## src/include/aclk_regs.svh

```systemverilog
/*
  Register indices, field positions, reset values and slot counts for the
  codec register access block.
  Assumes it is included by bare name from the design and bench files.
*/
`ifndef ACLK_REGS_SVH
`define ACLK_REGS_SVH
// ----------------------------------------------------------------------
// register indices (byte address is four times the index)
// ----------------------------------------------------------------------
`define ACL_IDX_INDEX    4'h4
`define ACL_IDX_CMD      4'h5
`define ACL_IDX_DATA_LO  4'h6
`define ACL_IDX_DATA_HI  4'h7
`define ACL_IDX_CFG      4'h8
// ----------------------------------------------------------------------
// field positions
// ----------------------------------------------------------------------
`define ACL_CMD_COLD     7
`define ACL_CMD_WARM     6
`define ACL_CMD_WRITE    5
`define ACL_CMD_READ     4
`define ACL_CMD_READY    3
`define ACL_CFG_I2S      7
`define ACL_CFG_PACKED   1
// ----------------------------------------------------------------------
// reset values
// ----------------------------------------------------------------------
`define ACL_RST_INDEX    7'h00
`define ACL_RST_DATA     16'h0000
`define ACL_RST_CFG      8'h00
// ----------------------------------------------------------------------
// frame timing in link bits, and AXI response codes
// ----------------------------------------------------------------------
`define ACL_LAST_SLOT    4'hC
`define ACL_TAG_TOP      5'h0F
`define ACL_SLOT_TOP     5'h13
`define ACL_RESP_OKAY    2'h0
`define ACL_RESP_SLVERR  2'h2
`endif

```

## src/include/aclk_pkg.sv

```systemverilog
/*
  Types shared by the codec register access design files.
  Assumes nothing of its surroundings.
*/
`default_nettype none
package aclk_pkg;
  // command sequencer states, gray coded along idle-send-wait
  typedef enum logic [1:0] {
    ACL_IDLE = 2'h0,
    ACL_SEND = 2'h1,
    ACL_WAIT = 2'h3
  } acl_cmd_e;
endpackage
`default_nettype wire

```

## src/rtl/acl_sync3.sv

```systemverilog
/*
  Three-stage input synchroniser with agreement filter.
  Assumes async_in comes from outside the clk domain.
*/
`default_nettype none
module acl_sync3 (
  input  wire logic clk,
  input  wire logic reset_n,
  input  wire logic async_in,
  output var  logic stable
);
  logic s1_reg;
  logic s2_reg;
  logic s3_reg;

  // first stage feeds only the second; accept once stages two and three agree
  always_ff @(posedge clk or negedge reset_n) begin
    if (!reset_n) begin
      s1_reg <= 1'b0;
      s2_reg <= 1'b0;
      s3_reg <= 1'b0;
      stable <= 1'b0;
    end else begin
      s1_reg <= async_in;
      s2_reg <= s1_reg;
      s3_reg <= s2_reg;
      if (s2_reg == s3_reg) stable <= s3_reg;
    end
  end
endmodule
`default_nettype wire

```

## src/rtl/acl_frame.sv

```systemverilog
/*
  Link frame engine: 13-slot frames, command out, status in.
  Assumes bit_rise/bit_fall are one-cycle pulses from the link bit clock.
*/
`default_nettype none
`include "aclk_regs.svh"
module acl_frame import aclk_pkg::*; (
  input  wire logic        clk,
  input  wire logic        reset_n,
  input  wire logic        run,
  input  wire logic        bit_rise,
  input  wire logic        bit_fall,
  input  wire logic        sdata_in,
  input  wire logic        cmd_v,
  input  wire logic        cmd_rd,
  input  wire logic [6:0]  cmd_idx,
  input  wire logic [15:0] cmd_dat,
  input  wire logic [1:0]  codec_id,
  input  wire logic        pcm_v,
  input  wire logic [19:0] pcm_l,
  input  wire logic [19:0] pcm_r,
  output var  logic        sdata_out,
  output var  logic        frame_sync,
  output var  logic        cmd_sent,
  output var  logic        codec_ready,
  output var  logic        st_valid,
  output var  logic [6:0]  st_idx,
  output var  logic [15:0] st_data
);
  logic [3:0]  slot_reg;
  logic [3:0]  slot_next;
  logic [4:0]  pos_reg;
  logic [4:0]  pos_next;
  logic        wrap;
  logic        cur_v;
  logic        cur_rd;
  logic [6:0]  cur_idx;
  logic [15:0] cur_dat;
  logic [19:0] word;
  logic [19:0] in_sh;
  logic [19:0] in_val;
  logic [1:0]  tag_in;
  logic        out_bit;

  // ----------------------------------------------------------------------
  // slot and bit position counters
  // ----------------------------------------------------------------------
  always_comb begin
    wrap = 1'b0;
    slot_next = slot_reg;
    pos_next = pos_reg - 5'h01;
    if (pos_reg == 5'h00) begin
      if (slot_reg == `ACL_LAST_SLOT) begin
        wrap = 1'b1;
        slot_next = 4'h0;
        pos_next = `ACL_TAG_TOP;
      end else begin
        slot_next = slot_reg + 4'h1;
        pos_next = `ACL_SLOT_TOP;
      end
    end
  end

  // outgoing slot contents: tag, command address, command data, pcm
  always_comb begin
    case (slot_next)
      4'h0: word = {4'h0, 1'b1, cur_v, cur_v & ~cur_rd, pcm_v, pcm_v,
                    9'h000, codec_id};
      4'h1: word = {cur_rd, cur_idx, 12'h000};
      4'h2: word = {cur_dat, 4'h0};
      4'h3: word = pcm_l;
      4'h4: word = pcm_r;
      default: word = 20'h00000;
    endcase
    out_bit = word[pos_next];
  end

  // transmit side; a command is latched at frame start, never twice in a row
  always_ff @(posedge clk or negedge reset_n) begin
    if (!reset_n) begin
      slot_reg <= `ACL_LAST_SLOT;
      pos_reg <= 5'h00;
      sdata_out <= 1'b0;
      frame_sync <= 1'b0;
      cmd_sent <= 1'b0;
      cur_v <= 1'b0;
      cur_rd <= 1'b0;
      cur_idx <= 7'h00;
      cur_dat <= 16'h0000;
    end else if (!run) begin
      slot_reg <= `ACL_LAST_SLOT;
      pos_reg <= 5'h00;
      sdata_out <= 1'b0;
      frame_sync <= 1'b0;
      cmd_sent <= 1'b0;
      cur_v <= 1'b0;
    end else begin
      cmd_sent <= bit_rise & wrap & cur_v;
      if (bit_rise) begin
        slot_reg <= slot_next;
        pos_reg <= pos_next;
        sdata_out <= out_bit;
        frame_sync <= (slot_next == 4'h0);
        if (wrap) begin
          cur_v <= cmd_v & ~cur_v;
          cur_rd <= cmd_rd;
          cur_idx <= cmd_idx;
          cur_dat <= cmd_dat;
        end
      end
    end
  end

  // ----------------------------------------------------------------------
  // receive side, sampled on the falling bit clock edge
  // ----------------------------------------------------------------------
  assign in_val = {in_sh[18:0], sdata_in};

  always_ff @(posedge clk or negedge reset_n) begin
    if (!reset_n) begin
      in_sh <= 20'h00000;
      codec_ready <= 1'b0;
      tag_in <= 2'h0;
      st_valid <= 1'b0;
      st_idx <= 7'h00;
      st_data <= 16'h0000;
    end else if (!run) begin
      codec_ready <= 1'b0;
      st_valid <= 1'b0;
    end else begin
      st_valid <= 1'b0;
      if (bit_fall) begin
        in_sh <= in_val;
        if (pos_reg == 5'h00) begin
          case (slot_reg)
            4'h0: begin
              codec_ready <= in_val[15];
              tag_in <= in_val[14:13];
            end
            4'h1: st_idx <= in_val[18:12];
            4'h2: begin
              st_valid <= &tag_in;
              st_data <= in_val[19:4];
            end
            default: ;
          endcase
        end
      end
    end
  end
endmodule
`default_nettype wire

```

## src/rtl/acl_codec_access.sv

```systemverilog
/*
  Codec register access: AXI4-Lite register slave, command sequencer,
  cold/warm reset and slave-mode bit clock for an external link codec.
  Assumes one 100 MHz clock; link pins are asynchronous to it.
*/
//
// Summary of operation
// - seven-bit codec register index, top bit zero
// - index, command, data ignored in converter mode
// - cold bit drives codec reset output active
// - warm bit holds frame sync high
// - cold reset works in converter mode too
// - slave mode drives bit clock at mclk rate
// - write bit starts codec register write
// - write bit busy until write done
// - read bit starts codec register read
// - read bit busy until data valid
// - read-only codec ready status bit
// - two-bit codec select, 00 primary
// - packed mode uses single serial output
// - primary codec pcm in slots 3,4
// - data port high byte at upper offset
// - data port low byte at lower offset
`default_nettype none
`include "aclk_regs.svh"
module acl_codec_access import aclk_pkg::*; #(
  parameter int ADDR_W = 6
) (
  input  wire logic              clk,
  input  wire logic              reset_n,
  input  wire logic [ADDR_W-1:0] s_axi_awaddr,
  input  wire logic              s_axi_awvalid,
  output var  logic              s_axi_awready,
  input  wire logic [31:0]       s_axi_wdata,
  input  wire logic [3:0]        s_axi_wstrb,
  input  wire logic              s_axi_wvalid,
  output var  logic              s_axi_wready,
  output var  logic [1:0]        s_axi_bresp,
  output var  logic              s_axi_bvalid,
  input  wire logic              s_axi_bready,
  input  wire logic [ADDR_W-1:0] s_axi_araddr,
  input  wire logic              s_axi_arvalid,
  output var  logic              s_axi_arready,
  output var  logic [31:0]       s_axi_rdata,
  output var  logic [1:0]        s_axi_rresp,
  output var  logic              s_axi_rvalid,
  input  wire logic              s_axi_rready,
  input  wire logic              link_bit_clock_in,
  output var  logic              link_bit_clock_out,
  output var  logic              link_bit_clock_oe,
  input  wire logic              external_master_clock_in,
  input  wire logic              codec_serial_data_in,
  output logic                   primary_serial_data_out,
  output var  logic              link_frame_sync_out,
  output var  logic              codec_reset_out_n,
  input  wire logic [19:0]       pcm_front_left,
  input  wire logic [19:0]       pcm_front_right,
  input  wire logic              pcm_valid
);
  logic [3:0]  aw_idx_q;
  logic [31:0] w_q;
  logic [3:0]  ws_q;
  logic [3:0]  ar_idx;
  logic [31:0] rd_word;
  logic        rd_map;
  logic        wr_map;
  logic        do_write;
  logic        wr_cmd;
  logic        ac;
  logic [6:0]  index_reg;
  logic [15:0] data_reg;
  logic [7:0]  cfg_reg;
  logic        cold_reg;
  logic        warm_reg;
  logic [1:0]  sel_reg;
  logic        slave_reg;
  logic        wr_busy;
  logic        rd_busy;
  logic        cmd_v;
  logic        cmd_rd;
  logic [6:0]  cmd_idx;
  logic [15:0] cmd_dat;
  acl_cmd_e    state;
  logic        abort;
  logic        rd_done;
  logic        bclk_q;
  logic        mclk_q;
  logic        sdin_q;
  logic        src_prev;
  logic        src;
  logic        frm_sync;
  logic        cmd_sent;
  logic        codec_ready;
  logic        st_valid;
  logic [6:0]  st_idx;
  logic [15:0] st_data;

  // ----------------------------------------------------------------------
  // pin synchronisers and link edge detection
  // ----------------------------------------------------------------------
  acl_sync3 u_bclk (.clk(clk), .reset_n(reset_n),
    .async_in(link_bit_clock_in), .stable(bclk_q));
  acl_sync3 u_mclk (.clk(clk), .reset_n(reset_n),
    .async_in(external_master_clock_in), .stable(mclk_q));
  acl_sync3 u_sdin (.clk(clk), .reset_n(reset_n),
    .async_in(codec_serial_data_in), .stable(sdin_q));

  // in slave mode we own the bit clock, so frame on our own copy of mclk
  assign src = slave_reg ? mclk_q : bclk_q;

  acl_frame u_frame (
    .clk(clk), .reset_n(reset_n), .run(ac & ~cold_reg),
    .bit_rise(src & ~src_prev), .bit_fall(~src & src_prev),
    .sdata_in(sdin_q), .cmd_v(cmd_v), .cmd_rd(cmd_rd),
    .cmd_idx(cmd_idx), .cmd_dat(cmd_dat),
    .codec_id(cfg_reg[`ACL_CFG_PACKED] ? 2'h0 : sel_reg),
    .pcm_v(pcm_valid), .pcm_l(pcm_front_left), .pcm_r(pcm_front_right),
    .sdata_out(primary_serial_data_out), .frame_sync(frm_sync),
    .cmd_sent(cmd_sent), .codec_ready(codec_ready), .st_valid(st_valid),
    .st_idx(st_idx), .st_data(st_data));

  // ----------------------------------------------------------------------
  // AXI4-Lite slave
  // ----------------------------------------------------------------------
  assign ar_idx = 4'(s_axi_araddr >> 2);
  assign do_write = ~s_axi_awready & ~s_axi_wready & ~s_axi_bvalid;
  assign wr_cmd = do_write && aw_idx_q == `ACL_IDX_CMD && ws_q[0];
  assign ac = ~cfg_reg[`ACL_CFG_I2S];
  assign wr_map = aw_idx_q >= `ACL_IDX_INDEX && aw_idx_q <= `ACL_IDX_CFG;

  // read mux; unmapped words answer SLVERR with zero data
  always_comb begin
    rd_map = 1'b1;
    case (ar_idx)
      `ACL_IDX_INDEX:   rd_word = {25'h0, index_reg};
      `ACL_IDX_CMD:     rd_word = {24'h0, cold_reg, warm_reg, wr_busy,
                                   rd_busy, codec_ready, 1'b0, sel_reg};
      `ACL_IDX_DATA_LO: rd_word = {16'h0, data_reg};
      `ACL_IDX_DATA_HI: rd_word = {24'h0, data_reg[15:8]};
      `ACL_IDX_CFG:     rd_word = {24'h0, cfg_reg};
      default: begin
        rd_word = 32'h00000000;
        rd_map = 1'b0;
      end
    endcase
  end

  // address and data are taken in either order, answered after both
  always_ff @(posedge clk or negedge reset_n) begin
    if (!reset_n) begin
      s_axi_awready <= 1'b1;
      s_axi_wready <= 1'b1;
      s_axi_bvalid <= 1'b0;
      s_axi_bresp <= `ACL_RESP_OKAY;
      aw_idx_q <= 4'h0;
      w_q <= 32'h00000000;
      ws_q <= 4'h0;
    end else begin
      if (s_axi_awvalid && s_axi_awready) begin
        aw_idx_q <= 4'(s_axi_awaddr >> 2);
        s_axi_awready <= 1'b0;
      end
      if (s_axi_wvalid && s_axi_wready) begin
        w_q <= s_axi_wdata;
        ws_q <= s_axi_wstrb;
        s_axi_wready <= 1'b0;
      end
      if (do_write) begin
        s_axi_bvalid <= 1'b1;
        s_axi_bresp <= wr_map ? `ACL_RESP_OKAY : `ACL_RESP_SLVERR;
      end else if (s_axi_bvalid && s_axi_bready) begin
        s_axi_bvalid <= 1'b0;
        s_axi_awready <= 1'b1;
        s_axi_wready <= 1'b1;
      end
    end
  end

  // read channel, one outstanding read
  always_ff @(posedge clk or negedge reset_n) begin
    if (!reset_n) begin
      s_axi_arready <= 1'b1;
      s_axi_rvalid <= 1'b0;
      s_axi_rdata <= 32'h00000000;
      s_axi_rresp <= `ACL_RESP_OKAY;
    end else if (s_axi_arvalid && s_axi_arready) begin
      s_axi_arready <= 1'b0;
      s_axi_rvalid <= 1'b1;
      s_axi_rdata <= rd_word;
      s_axi_rresp <= rd_map ? `ACL_RESP_OKAY : `ACL_RESP_SLVERR;
    end else if (s_axi_rvalid && s_axi_rready) begin
      s_axi_rvalid <= 1'b0;
      s_axi_arready <= 1'b1;
    end
  end

  // ----------------------------------------------------------------------
  // software registers
  // ----------------------------------------------------------------------
  // index and converter config; index writes dropped in converter mode
  always_ff @(posedge clk or negedge reset_n) begin
    if (!reset_n) begin
      index_reg <= `ACL_RST_INDEX;
      cfg_reg <= `ACL_RST_CFG;
    end else if (do_write && ws_q[0]) begin
      if (aw_idx_q == `ACL_IDX_INDEX && ac)
        index_reg <= w_q[6:0];
      if (aw_idx_q == `ACL_IDX_CFG) cfg_reg <= w_q[7:0];
    end
  end

  // data port: returned read data wins over a software write
  always_ff @(posedge clk or negedge reset_n) begin
    if (!reset_n) begin
      data_reg <= `ACL_RST_DATA;
    end else if (rd_done) begin
      data_reg <= st_data;
    end else if (do_write && ac) begin
      if (aw_idx_q == `ACL_IDX_DATA_LO && ws_q[0])
        data_reg[7:0] <= w_q[7:0];
      if (aw_idx_q == `ACL_IDX_DATA_LO && ws_q[1])
        data_reg[15:8] <= w_q[15:8];
      if (aw_idx_q == `ACL_IDX_DATA_HI && ws_q[0])
        data_reg[15:8] <= w_q[7:0];
    end
  end

  // cold/warm controls and codec select; cold works in every mode
  always_ff @(posedge clk or negedge reset_n) begin
    if (!reset_n) begin
      cold_reg <= 1'b0;
      warm_reg <= 1'b0;
      sel_reg <= 2'h0;
      slave_reg <= 1'b0;
    end else if (wr_cmd) begin
      cold_reg <= w_q[`ACL_CMD_COLD];
      warm_reg <= w_q[`ACL_CMD_WARM];
      if (ac) sel_reg <= w_q[1:0];
      // cold rising with warm held enters slave mode, else master
      if (w_q[`ACL_CMD_COLD] && !cold_reg)
        slave_reg <= warm_reg;
    end
  end

  // ----------------------------------------------------------------------
  // command sequencer
  // ----------------------------------------------------------------------
  assign abort = cold_reg | ~ac;
  assign rd_done = state == ACL_WAIT && st_valid && st_idx == cmd_idx;

  // busy bits self-clear; write has priority if both are set at once
  always_ff @(posedge clk or negedge reset_n) begin
    if (!reset_n) begin
      state <= ACL_IDLE;
      wr_busy <= 1'b0;
      rd_busy <= 1'b0;
      cmd_v <= 1'b0;
      cmd_rd <= 1'b0;
      cmd_idx <= 7'h00;
      cmd_dat <= 16'h0000;
    end else if (abort) begin
      state <= ACL_IDLE;
      wr_busy <= 1'b0;
      rd_busy <= 1'b0;
      cmd_v <= 1'b0;
    end else begin
      case (state)
        ACL_IDLE: begin
          if (wr_cmd && (w_q[`ACL_CMD_WRITE] || w_q[`ACL_CMD_READ])) begin
            wr_busy <= w_q[`ACL_CMD_WRITE];
            rd_busy <= ~w_q[`ACL_CMD_WRITE];
            cmd_rd <= ~w_q[`ACL_CMD_WRITE];
            cmd_v <= 1'b1;
            cmd_idx <= index_reg;
            cmd_dat <= data_reg;
            state <= ACL_SEND;
          end
        end
        ACL_SEND: begin
          if (cmd_sent) begin
            cmd_v <= 1'b0;
            if (cmd_rd) begin
              state <= ACL_WAIT;
            end else begin
              wr_busy <= 1'b0;
              state <= ACL_IDLE;
            end
          end
        end
        ACL_WAIT: begin
          if (rd_done) begin
            rd_busy <= 1'b0;
            state <= ACL_IDLE;
          end
        end
        default: state <= ACL_IDLE;
      endcase
    end
  end

  // ----------------------------------------------------------------------
  // link pins
  // ----------------------------------------------------------------------
  always_ff @(posedge clk or negedge reset_n) begin
    if (!reset_n) begin
      codec_reset_out_n <= 1'b0;
      link_frame_sync_out <= 1'b0;
      link_bit_clock_out <= 1'b0;
      link_bit_clock_oe <= 1'b0;
      src_prev <= 1'b0;
    end else begin
      codec_reset_out_n <= ~cold_reg;
      link_frame_sync_out <= (ac & warm_reg) | frm_sync;
      link_bit_clock_out <= mclk_q;
      link_bit_clock_oe <= slave_reg;
      src_prev <= src;
    end
  end
endmodule
`default_nettype wire

```

## config.mk

```make
export PLATFORM = sky130hd
export DESIGN_NAME = acl_codec_access
export DESIGN_NICKNAME = d
export VERILOG_FILES = /design/src/include/aclk_pkg.sv /design/src/rtl/acl_sync3.sv /design/src/rtl/acl_frame.sv /design/src/rtl/acl_codec_access.sv
export VERILOG_INCLUDE_DIRS = /design/src /design/src/include
export SDC_FILE = /design/constraint.sdc
export NUM_CORES = 1
export LEC_CHECK = 0
export ABC_AREA = 0
export BUFFER_PORTS_ARGS = -buffer_cell sky130_fd_sc_hd__buf_2
export CAP_MARGIN = 10
export CORE_ASPECT_RATIO = 1.75
export CORE_MARGIN = 2
export CORE_UTILIZATION = 25
export DETAILED_ROUTE_END_ITERATION = 12
export HOLD_SLACK_MARGIN = 0.12
export PLACE_DENSITY_LB_ADDON = 0.1
export SYNTH_ARGS = -nofsm -noshare
export SYNTH_HDL_FRONTEND = slang
export SYNTH_HIERARCHICAL = 1
export SYNTH_SLANG_ARGS = --single-unit
```

## constraint.sdc

```tcl
create_clock -name clk -period 7.1 [get_ports clk]
set_input_delay 0 -clock clk [delete_from_list [all_inputs] [get_ports clk]]
set_output_delay 0 -clock clk [all_outputs]
set_load 0.01 [all_outputs]
```

Word-level counts from Yosys, hierarchy flattened
Index checks and enable logic that the tools add are counted.
{ "op_classes": {"n_lt_le_gt_ge": 3, "addsub": 2, "bitwise_logic": 23, "n_mux": 71, "n_eq_ne": 32, "reduce_logical": 51} }
{ "ops": {"columns": ["operator", "count"], "rows": [
  ["$pmux 20 s5", 1],
  ["$pmux 16 s5", 1],
  ["$mux 1", 43],
  ["$eq 4x3->1 const B", 9],
  ["$mux 16", 2],
  ["$mux 8", 3],
  ["$mux 5", 4],
  ["$logic_and 1x1->1", 18],
  ["$reduce_and 2->1", 9],
  ["$reduce_and 3->1", 6],
  ["$mux 2", 8],
  ["$mux 4", 4],
  ["$reduce_and 4->1", 4],
  ["$eq 4x2->1 const B", 3],
  ["$eq 4x4->1 const B", 3],
  ["$not 1->1", 11],
  ["$and 1x1->1", 10],
  ["$ne 2x2->1 const B", 5],
  ["$ne 3x3->1 const B", 3],
  ["$reduce_bool 3->1", 3],
  ["$eq 4x1->1 const B", 2],
  ["$logic_not 4->1", 2],
  ["$reduce_bool 2->1", 4],
  ["$eq 7x7->1", 1],
  ["18 further kinds", 23]
]} }
{ "totals": {"output_inout_bits": 46, "in_bits": 99, "ff_bits": 228, "elab_cells": 240} }

Depth between registers and ports, before layout
Gate-level depths: netlist of the first run.
{ "logic_depth": {"word_depth": 9, "depth_mapped": 15, "depth_no_buf": 11} }

By module
Netlist of the first run, hierarchy kept.
{ "modules_own_cells": {"columns": ["module", "area_each_um2", "seq_area_each_um2", "cells_each", "instances"], "rows": [
  ["acl_codec_access", 5237.5, 2881.5, 404, 1],
  ["acl_frame", 4611.9, 2079.5, 419, 1],
  ["acl_sync3", 111.4, 100.1, 5, 3]
]} }

Worst setup path before layout of the first run
Ideal clock, no wire load.
{ "synth_timing": {"path_kind": "register to register", "startpoint": "register u_frame.slot_reg[1]", "endpoint": "register u_frame.sdata_out", "t_arrival_ns": 2.848, "path_slack_ns": 4.128, "period_less_slack_ns": 2.972, "required_time_ns": 6.976, "setup_time_ns": 0.124, "stages_incl_launch_ff": 16, "n_path_buf": 4, "cell_sequence": "dfrtp_1 > clkbuf_1 > inv_1 > ha_1 > clkbuf_1 > and3_1 > clkbuf_1 > nor3_2 > a21oi_1 > buf_6 > mux2_1 > a221oi_1 > o32ai_1 > o22ai_1 > a31o_1 > o21ai_2"} }
{ "synth_between": {"elab_chain_len": 9, "word_cells_on_any_way": 16, "classes_between": "1 x add/sub; 5 x eq/ne; 9 x mux; 1 x reduce/logical"} }
{ "synth_rtl": {"columns": ["element", "line_no", "text"], "rows": [
  ["from (decl)", "acl_frame.sv:30", "logic [3:0] slot_reg;"],
  ["from (signal assigned)", "acl_frame.sv:81", "slot_reg <= `ACL_LAST_SLOT;"],
  ["from (signal assigned)", "acl_frame.sv:91", "slot_reg <= `ACL_LAST_SLOT;"],
  ["from (signal assigned)", "acl_frame.sv:100", "slot_reg <= slot_next;"],
  ["$add 4x1->4 / $eq 4x4->1 (equally long branches)", null, null],
  ["$mux 4", "acl_frame.sv:53", "if (slot_reg == `ACL_LAST_SLOT) begin"],
  ["$mux 4", "acl_frame.sv:52", "if (pos_reg == 5'h00) begin"],
  ["$eq 4x3->1, or another cell as far along", "acl_frame.sv:66", "case (slot_next)"],
  ["$pmux 20 s5", "acl_frame.sv:66", null],
  ["$bmux 1 s5 (*)", "acl_frame.sv:75", "out_bit = word[pos_next];"],
  ["$mux 1 (implied by the code) (*)", "acl_frame.sv:75", null],
  ["$mux 1 (*)", "acl_frame.sv:99", "if (bit_rise) begin"],
  ["$mux 1 (*)", "acl_frame.sv:90", "end else if (!run) begin"],
  ["to (signal assigned)", "acl_frame.sv:102", "sdata_out <= out_bit;"],
  ["to (decl)", "acl_frame.sv:22", "output var logic sdata_out,"]
]} }
Mark *: on every way between the ends. The rest lies on a longest branch, timed or not. The select of a mux whose other input is x is not followed.
A chain may end at the register's enable or synchronous reset.

Worst setup path after layout of the first run
{ "layout_timing": {"startpoint": "register u_frame.slot_reg[0]", "endpoint": "register u_frame.sdata_out"} }
The elaborated chain is that of the path after synthesis.

==> flow_summary.yaml, run 1 <==
placement:
  hpwlAfterDp_um: 23900
  place_congestion: 0.810
  io_buffers: 104
floorplanning:
  core-area_um2: 40200
  die_x_um: 157
  ios: 145
  rows: 97
  initial_core_util: 0.253
  die_y_um: 271
  dieArea_um2: 42400
sta:
  finalCriticalPeriod_ns: 4.17
  drv_slew: 0
  setup_tns_ns: 0
  relSlewSlack: 0.282
  worst_pin_slew_ns: 1.07
  finalSetupViolCount: 0
  rsz0062_at_grt: "false"
  post-route-period-util: 0.587
  finalClockSkew_ns: 0.0114
  hold_viol_final: 0
  fmax_mhz: 240
logic_synthesis:
  syn-cell-area_um2: 10200
  synth_cell_types: 87
  synth_edf_count: 0
  synth_area_leaders: "dfrtp_1 50%, mux2_2 18%, nand2_1 2.8%"
  synth_top_area_frac: 0.504
  yosysWarnings: 6
  synthFlopType: "dfrtp_1"
  yosysSeqAreaShare: 0.517
  synth_largest_area_cell: "dfrtp_1"
  ys_ff_latch: 210
  async_flop_share: 1.00
  syn_inst: 838
  synth.avg_cell_area_um2: 12.2
worst_hold_path:
  holdPathStages: 2
  hold_class: "in -> reg"
  min_to: "u_sdin/s1_reg"
  hold_start: "codec_serial_data_in"
run:
  max-cap-violations: 0
clock_network:
  cts_max_path_buffers: 3
  postCtsResizedCells: 0
  clock_sinks: 210
  clk_latency_ns: 0.52
  cts_tree: "built"
  cts-buffers-inserted: 22
  path_clk_slew_ns: 0.06
  cts-htree-levels: 1
  root_buffer: "clkbuf_16"
routing:
  dr.pass1.iters: 7
  drt-initial-drc-count: 342
  drtAntennaViolNets: 0
  via_count: 7140
  drc: 0
  vias_per_cell: 4.66
  routed_wl_um: 32300
  wl_per_cell_um: 21.1
cells_and_area:
  layout_commonest_cell: "dfrtp_1"
  area_growth_pct: 21.5
  nFillCells: 4155
  fin_nets: 1076
  layout_common_cells: "205 x dfrtp_1, 165 x mux2_2, 103 x buf_2"
  drive_gt1_frac: 0.359
  largest_register_ffs: 19
  regMostFlops: "u_frame/in_sh"
global_routing:
  antenna_found_initial: 0
  grt_max_degree: 141
  grt-ovfl-total: 0
  grt_pass1_wl_um: 49500
  grt_pass1_vias: 7550
  track_usage: 0.156
setup_path:
  reg2regPathDepth: 11
  crit_chain: "inv_1 -> ha_1 -> and3_1 -> nor3_2 -> a21oi_2 -> mux2_2 -> a221oi_1 -> o32ai_1 -> o22ai_1 -> a31o_1 -> o21ai_2"
  crit_slowest_cell: "dfrtp_1"
  path_max_fanout: 18
  max_stage_delay_ns: 0.65
  reg2reg_from: "u_frame/slot_reg[0]"
  cpLargestDelayFamily: "compound AO/OA/AOI/OAI gates"
  rrSetupSlack_ns: 2.93
  startpoint_type: "flop"
  timing.rr.end: "u_frame/sdata_out"
  worstPathBufferInverterCount: 1
  cp_data_required_time_ns: 7.50
  crit_arrival_ns: 4.57
  end_kind: "flop"
  path_class: "reg -> reg"
power:
  worst_ir_drop_vdd_uv: 133
  power.density_nw_per_um2: 369
  power_frac_comb: 0.324
  total_power_uw: 4570
  p_clk_frac: 0.263
  intPower_uw: 2840
  power.leakage_uw: 0.00570
  p_sw_frac: 0.378
  p_seq_frac: 0.413
  switchingPower_uw: 1730
outcome:
  status: "completed"
[cell families (layout without fill, tap and decap cells)]
kind of cell | Yosys count | in the layout | share of synthesized area
buffers and inverters | 78 | 210 | 0.0415
AND/OR/NAND/NOR | 182 | 182 | 0.0960
AO/OA/AOI/OAI | 153 | 153 | 0.108
other | 1 | 19 | 0.000368
flip-flops | 210 | 210 | 0.517
XOR/XNOR | 9 | 9 | 0.00774
multiplexers | 196 | 196 | 0.219
adder cells (fa/ha/maj) | 9 | 9 | 0.0107
[routing by layer]
metal	GRT usage	wire [um]	vias up
li1	-	-	3326
met1	0.169	12000	3618
met2	0.303	18200	151
met3	0.0159	916	45
met4	0.0623	1230	0
met5	0	0	-
[final cells by class]
class	instances	area, um^2	share of cell area
Multi-Input combinational cell	567	4580	0.370
Timing Repair Buffer	156	1050	0.0852
Inverter	14	52.6	0.00425
Tap cell	544	681	0.0550
Clock inverter	10	106	0.00860
Antenna cell	1	2.50	0.000202
Clock buffer	30	632	0.0511
Sequential cell	210	5260	0.425
[through the flow]
| stage | hold WS (ns) | util | cell area, um^2 | instances | setup slack (ns) |
|---|---|---|---|---|---|
| final | 0.131 | 0.308 | 12400 | 1532 | 2.93 |
| after global routing | 0.153 | 0.308 | 12400 | 1531 | 2.74 |
| after CTS | 0.124 | 0.308 | 12400 | 1531 | 2.91 |
| after detailed placement | 0.0208 | 0.279 | 11200 | 1450 | 2.93 |
| after global placement | 0.0193 | 0.279 | 11200 | 1450 | 2.98 |
| after floorplan | -0.296 | - | 10200 | 855 | 4.13 |
[worst max path at each step]
stage / cells after the start / start / slack (ns) / end
floorplan: 15 / u_frame/slot_reg[1] / 4.13 / u_frame/sdata_out
global placement: 11 / u_frame/slot_reg[0] / 2.98 / u_frame/sdata_out
detailed placement: 11 / u_frame/slot_reg[0] / 2.93 / u_frame/sdata_out
CTS: 11 / u_frame/slot_reg[0] / 2.91 / u_frame/sdata_out
global route: 11 / u_frame/slot_reg[0] / 2.74 / u_frame/sdata_out
finish: 11 / u_frame/slot_reg[0] / 2.93 / u_frame/sdata_out
[power by group through the flow]
stage	logic, uW	registers [uW]	clock network (uW)
2_1_floorplan	1150	1650	0
3_3_place_gp	1460	1920	0
3_5_place_dp	1470	1920	0
4_1_cts	1500	1900	1260
5_1_grt	1620	1930	1300
6_report	1480	1880	1200
[worst reg2reg max path: stages, from the launching register on]
cell and delay [ns]:
dfrtp_1 0.65, inv_1 0.32, ha_1 0.42, and3_1 0.50
nor3_2 0.10, a21oi_2 0.65, mux2_2 0.41, a221oi_1 0.28
o32ai_1 0.14, o22ai_1 0.35, a31o_1 0.17, o21ai_2 0.05
[cell usage after synthesis (3+ instances only)]
| cell | n |
|---|---|
| a211o_1 | 3 |
| a211oi_1 | 4 |
| a21boi_0 | 4 |
| a21o_1 | 7 |
| a21oi_1 | 30 |
| a221oi_1 | 11 |
| a222oi_1 | 6 |
| a22o_1 | 4 |
| a22oi_1 | 9 |
| a31oi_1 | 3 |
| and2_1 | 4 |
| buf_1 | 3 |
| buf_2 | 7 |
| buf_4 | 20 |
| buf_6 | 4 |
| clkbuf_1 | 29 |
| dfrtp_1 | 205 |
| dfstp_2 | 5 |
| ha_1 | 6 |
| inv_1 | 13 |
| maj3_2 | 3 |
| mux2_1 | 5 |
| mux2_2 | 165 |
| mux2_4 | 6 |
| mux2i_1 | 18 |
| nand2_1 | 75 |
| nand2b_1 | 10 |
| nand3_1 | 11 |
| nand3b_1 | 4 |
| nor2_1 | 20 |
| nor2_2 | 4 |
| nor2b_1 | 10 |
| nor3_1 | 13 |
| nor4_1 | 8 |
| o211a_1 | 3 |
| o21ai_0 | 25 |
| o21ai_1 | 3 |
| o22ai_1 | 9 |
| o32ai_1 | 3 |
| xnor2_1 | 6 |
| xor2_1 | 3 |
[timing repair]
item                      in CTS  in global routing
setup buffers                  0                  0
hold buffers                  41                  0
hold endpoints to repair     110                  0
(Power assumes the default switching activity.)
==> run 2: changes to the inputs <==
- clock period: 7.1 -> 3.7 ns (I/O delays scaled with it)
==> flow_summary.yaml, run 2 (synthesized netlist as in run 1, its figures left out) <==
cells_and_area:
  largest_register_ffs: 19
  layout_commonest_cell: "dfrtp_1"
  fin_util: 0.313
  diodes: 0
  fin_nets: 1110
  layout_common_cells: "205 x dfrtp_1, 165 x mux2_2, 103 x buf_2"
  regMostFlops: "u_frame/in_sh"
  area_growth_pct: 23.5
  drive_gt1_frac: 0.373
  post-route-cell-area_um2: 12600
  nFillCells: 4136
setup_path:
  rrSetupSlack_ns: 0.22
  end_kind: "flop"
  path_max_fanout: 16
  path_class: "reg -> reg"
  crit_arrival_ns: 3.88
  cp_data_required_time_ns: 4.11
  startpoint_type: "flop"
floorplanning:
  initial_core_util: 0.253
  core-area_um2: 40200
  rows: 97
  die_x_um: 157
  die_y_um: 271
  ios: 145
  dieArea_um2: 42400
sta:
  finalCriticalPeriod_ns: 3.48
  drv_slew: 0
  setup_tns_ns: 0
  holdWs_ns: 0.141
  fmax_mhz: 288
  finalSetupViolCount: 0
  hold_viol_final: 0
  final.setup.worst_slack_ns: 0.223
  relSlewSlack: 0.361
  worst_pin_slew_ns: 0.957
  post-route-period-util: 0.940
  rsz0062_at_grt: "false"
  finalClockSkew_ns: 0.0114
global_routing:
  grt_pass1_vias: 7727
  grt_pass1_wl_um: 49900
  grt_max_degree: 74
  grt-ovfl-total: 0
  antenna_found_initial: 1
  track_usage: 0.159
clock_network:
  postCtsResizedCells: 0
  clk_latency_ns: 0.52
  cts_max_path_buffers: 3
  clock_sinks: 210
  path_clk_slew_ns: 0.07
  cts-buffers-inserted: 22
  cts-htree-levels: 1
  cts_tree: "built"
  root_buffer: "clkbuf_16"
run:
  max-cap-violations: 0
placement:
  dpl_cell_area_um2: 11400
  dpl_worst_slack_ns: 0.216
  place_congestion: 0.825
  hpwlAfterDp_um: 25100
  io_buffers: 104
routing:
  wl_per_cell_um: 21.2
  drc: 0
  dr.pass1.iters: 5
  routed_wl_um: 33100
  drt-initial-drc-count: 281
  via_count: 7203
  drtAntennaViolNets: 0
  vias_per_cell: 4.60
worst_hold_path:
  hold_class: "in -> reg"
power:
  worst_ir_drop_vdd_uv: 264
  power.leakage_uw: 0.00584
  power.density_nw_per_um2: 703
outcome:
  status: "completed"
[run 2: changes by cell type in the layout (fill, tap and decap cells not counted)]
cell	before	now
a21oi_2	2	1
clkbuf_1	4	8
diode_2	1	0
clkinv_4	1	0
buf_4	10	42
dlygate4sd3_1	40	42
bufinv_16	2	0
clkinv_2	6	5
clkbuf_8	3	4
a21oi_1	29	30
clkinvlp_4	1	0
[run 2: path summary, 6_finish.rpt]
check	startpoint	to	cells after the start
worst max-delay path	u_frame/pos_reg[1]	u_frame/sdata_out	12
worst min-delay path	codec_serial_data_in	u_sdin/s1_reg	2
worst max register to register	u_frame/pos_reg[1]	u_frame/sdata_out	12
worst min register to register	u_sdin/s1_reg	u_sdin/s2_reg	0
max in group asynchronous	reset_n	u_frame/pos_reg[4]	4
min in group asynchronous	reset_n	s_axi_wready	3
[run 2: what timing repair did]
item | in CTS | in global routing
setup buffers | 0 | 0
setup endpoints to repair | 0 | 0
endpoints found under the hold margin | 210 | 0
hold buffers | 43 | 0
[run 2: worst max-delay path, stage by stage (launching register included)]
cell	delay [ns]
dfrtp_1	0.38
inv_1	0.08
ha_1	0.24
or4b_1	0.41
buf_4	0.31
nor2_2	0.08
a311oi_2	0.67
nor2_2	0.20
a221oi_1	0.33
o32ai_1	0.13
o22ai_1	0.30
a31o_1	0.16
o21ai_2	0.05
[run 2: power by group]
part,switching [uW],internal [uW]
clock,925,1220
sequential,703,2830
combinational,1700,1460
total,3320,5510
[run 2: area by class of cell]
| class | instances | area (um^2) | area share |
|---|---|---|---|
| Clock buffer | 35 | 661 | 0.0525 |
| Clock inverter | 5 | 25.0 | 0.00199 |
| Multi-Input combinational cell | 567 | 4580 | 0.364 |
| Sequential cell | 210 | 5260 | 0.418 |
| Timing Repair Buffer | 190 | 1310 | 0.104 |
| Tap cell | 544 | 681 | 0.0541 |
| Inverter | 14 | 52.6 | 0.00418 |
[run 2: metal layers]
metal  track usage  wire length [um]  part of all wire
met4        0.0840              1830             0.055
met3        0.0160               882             0.027
met5             0                12           0.00036
met2         0.308             18500              0.56
met1         0.163             11900              0.36
[run 2: stage by stage]
| step | cells | power, uW |
|---|---|---|
| floorplan | 855 | 5370 |
| CTS | 1565 | 9000 |
| global placement | 1482 | 6730 |
| detailed placement | 1482 | 6730 |
| global route | 1565 | 9380 |
| finish | 1565 | 8840 |
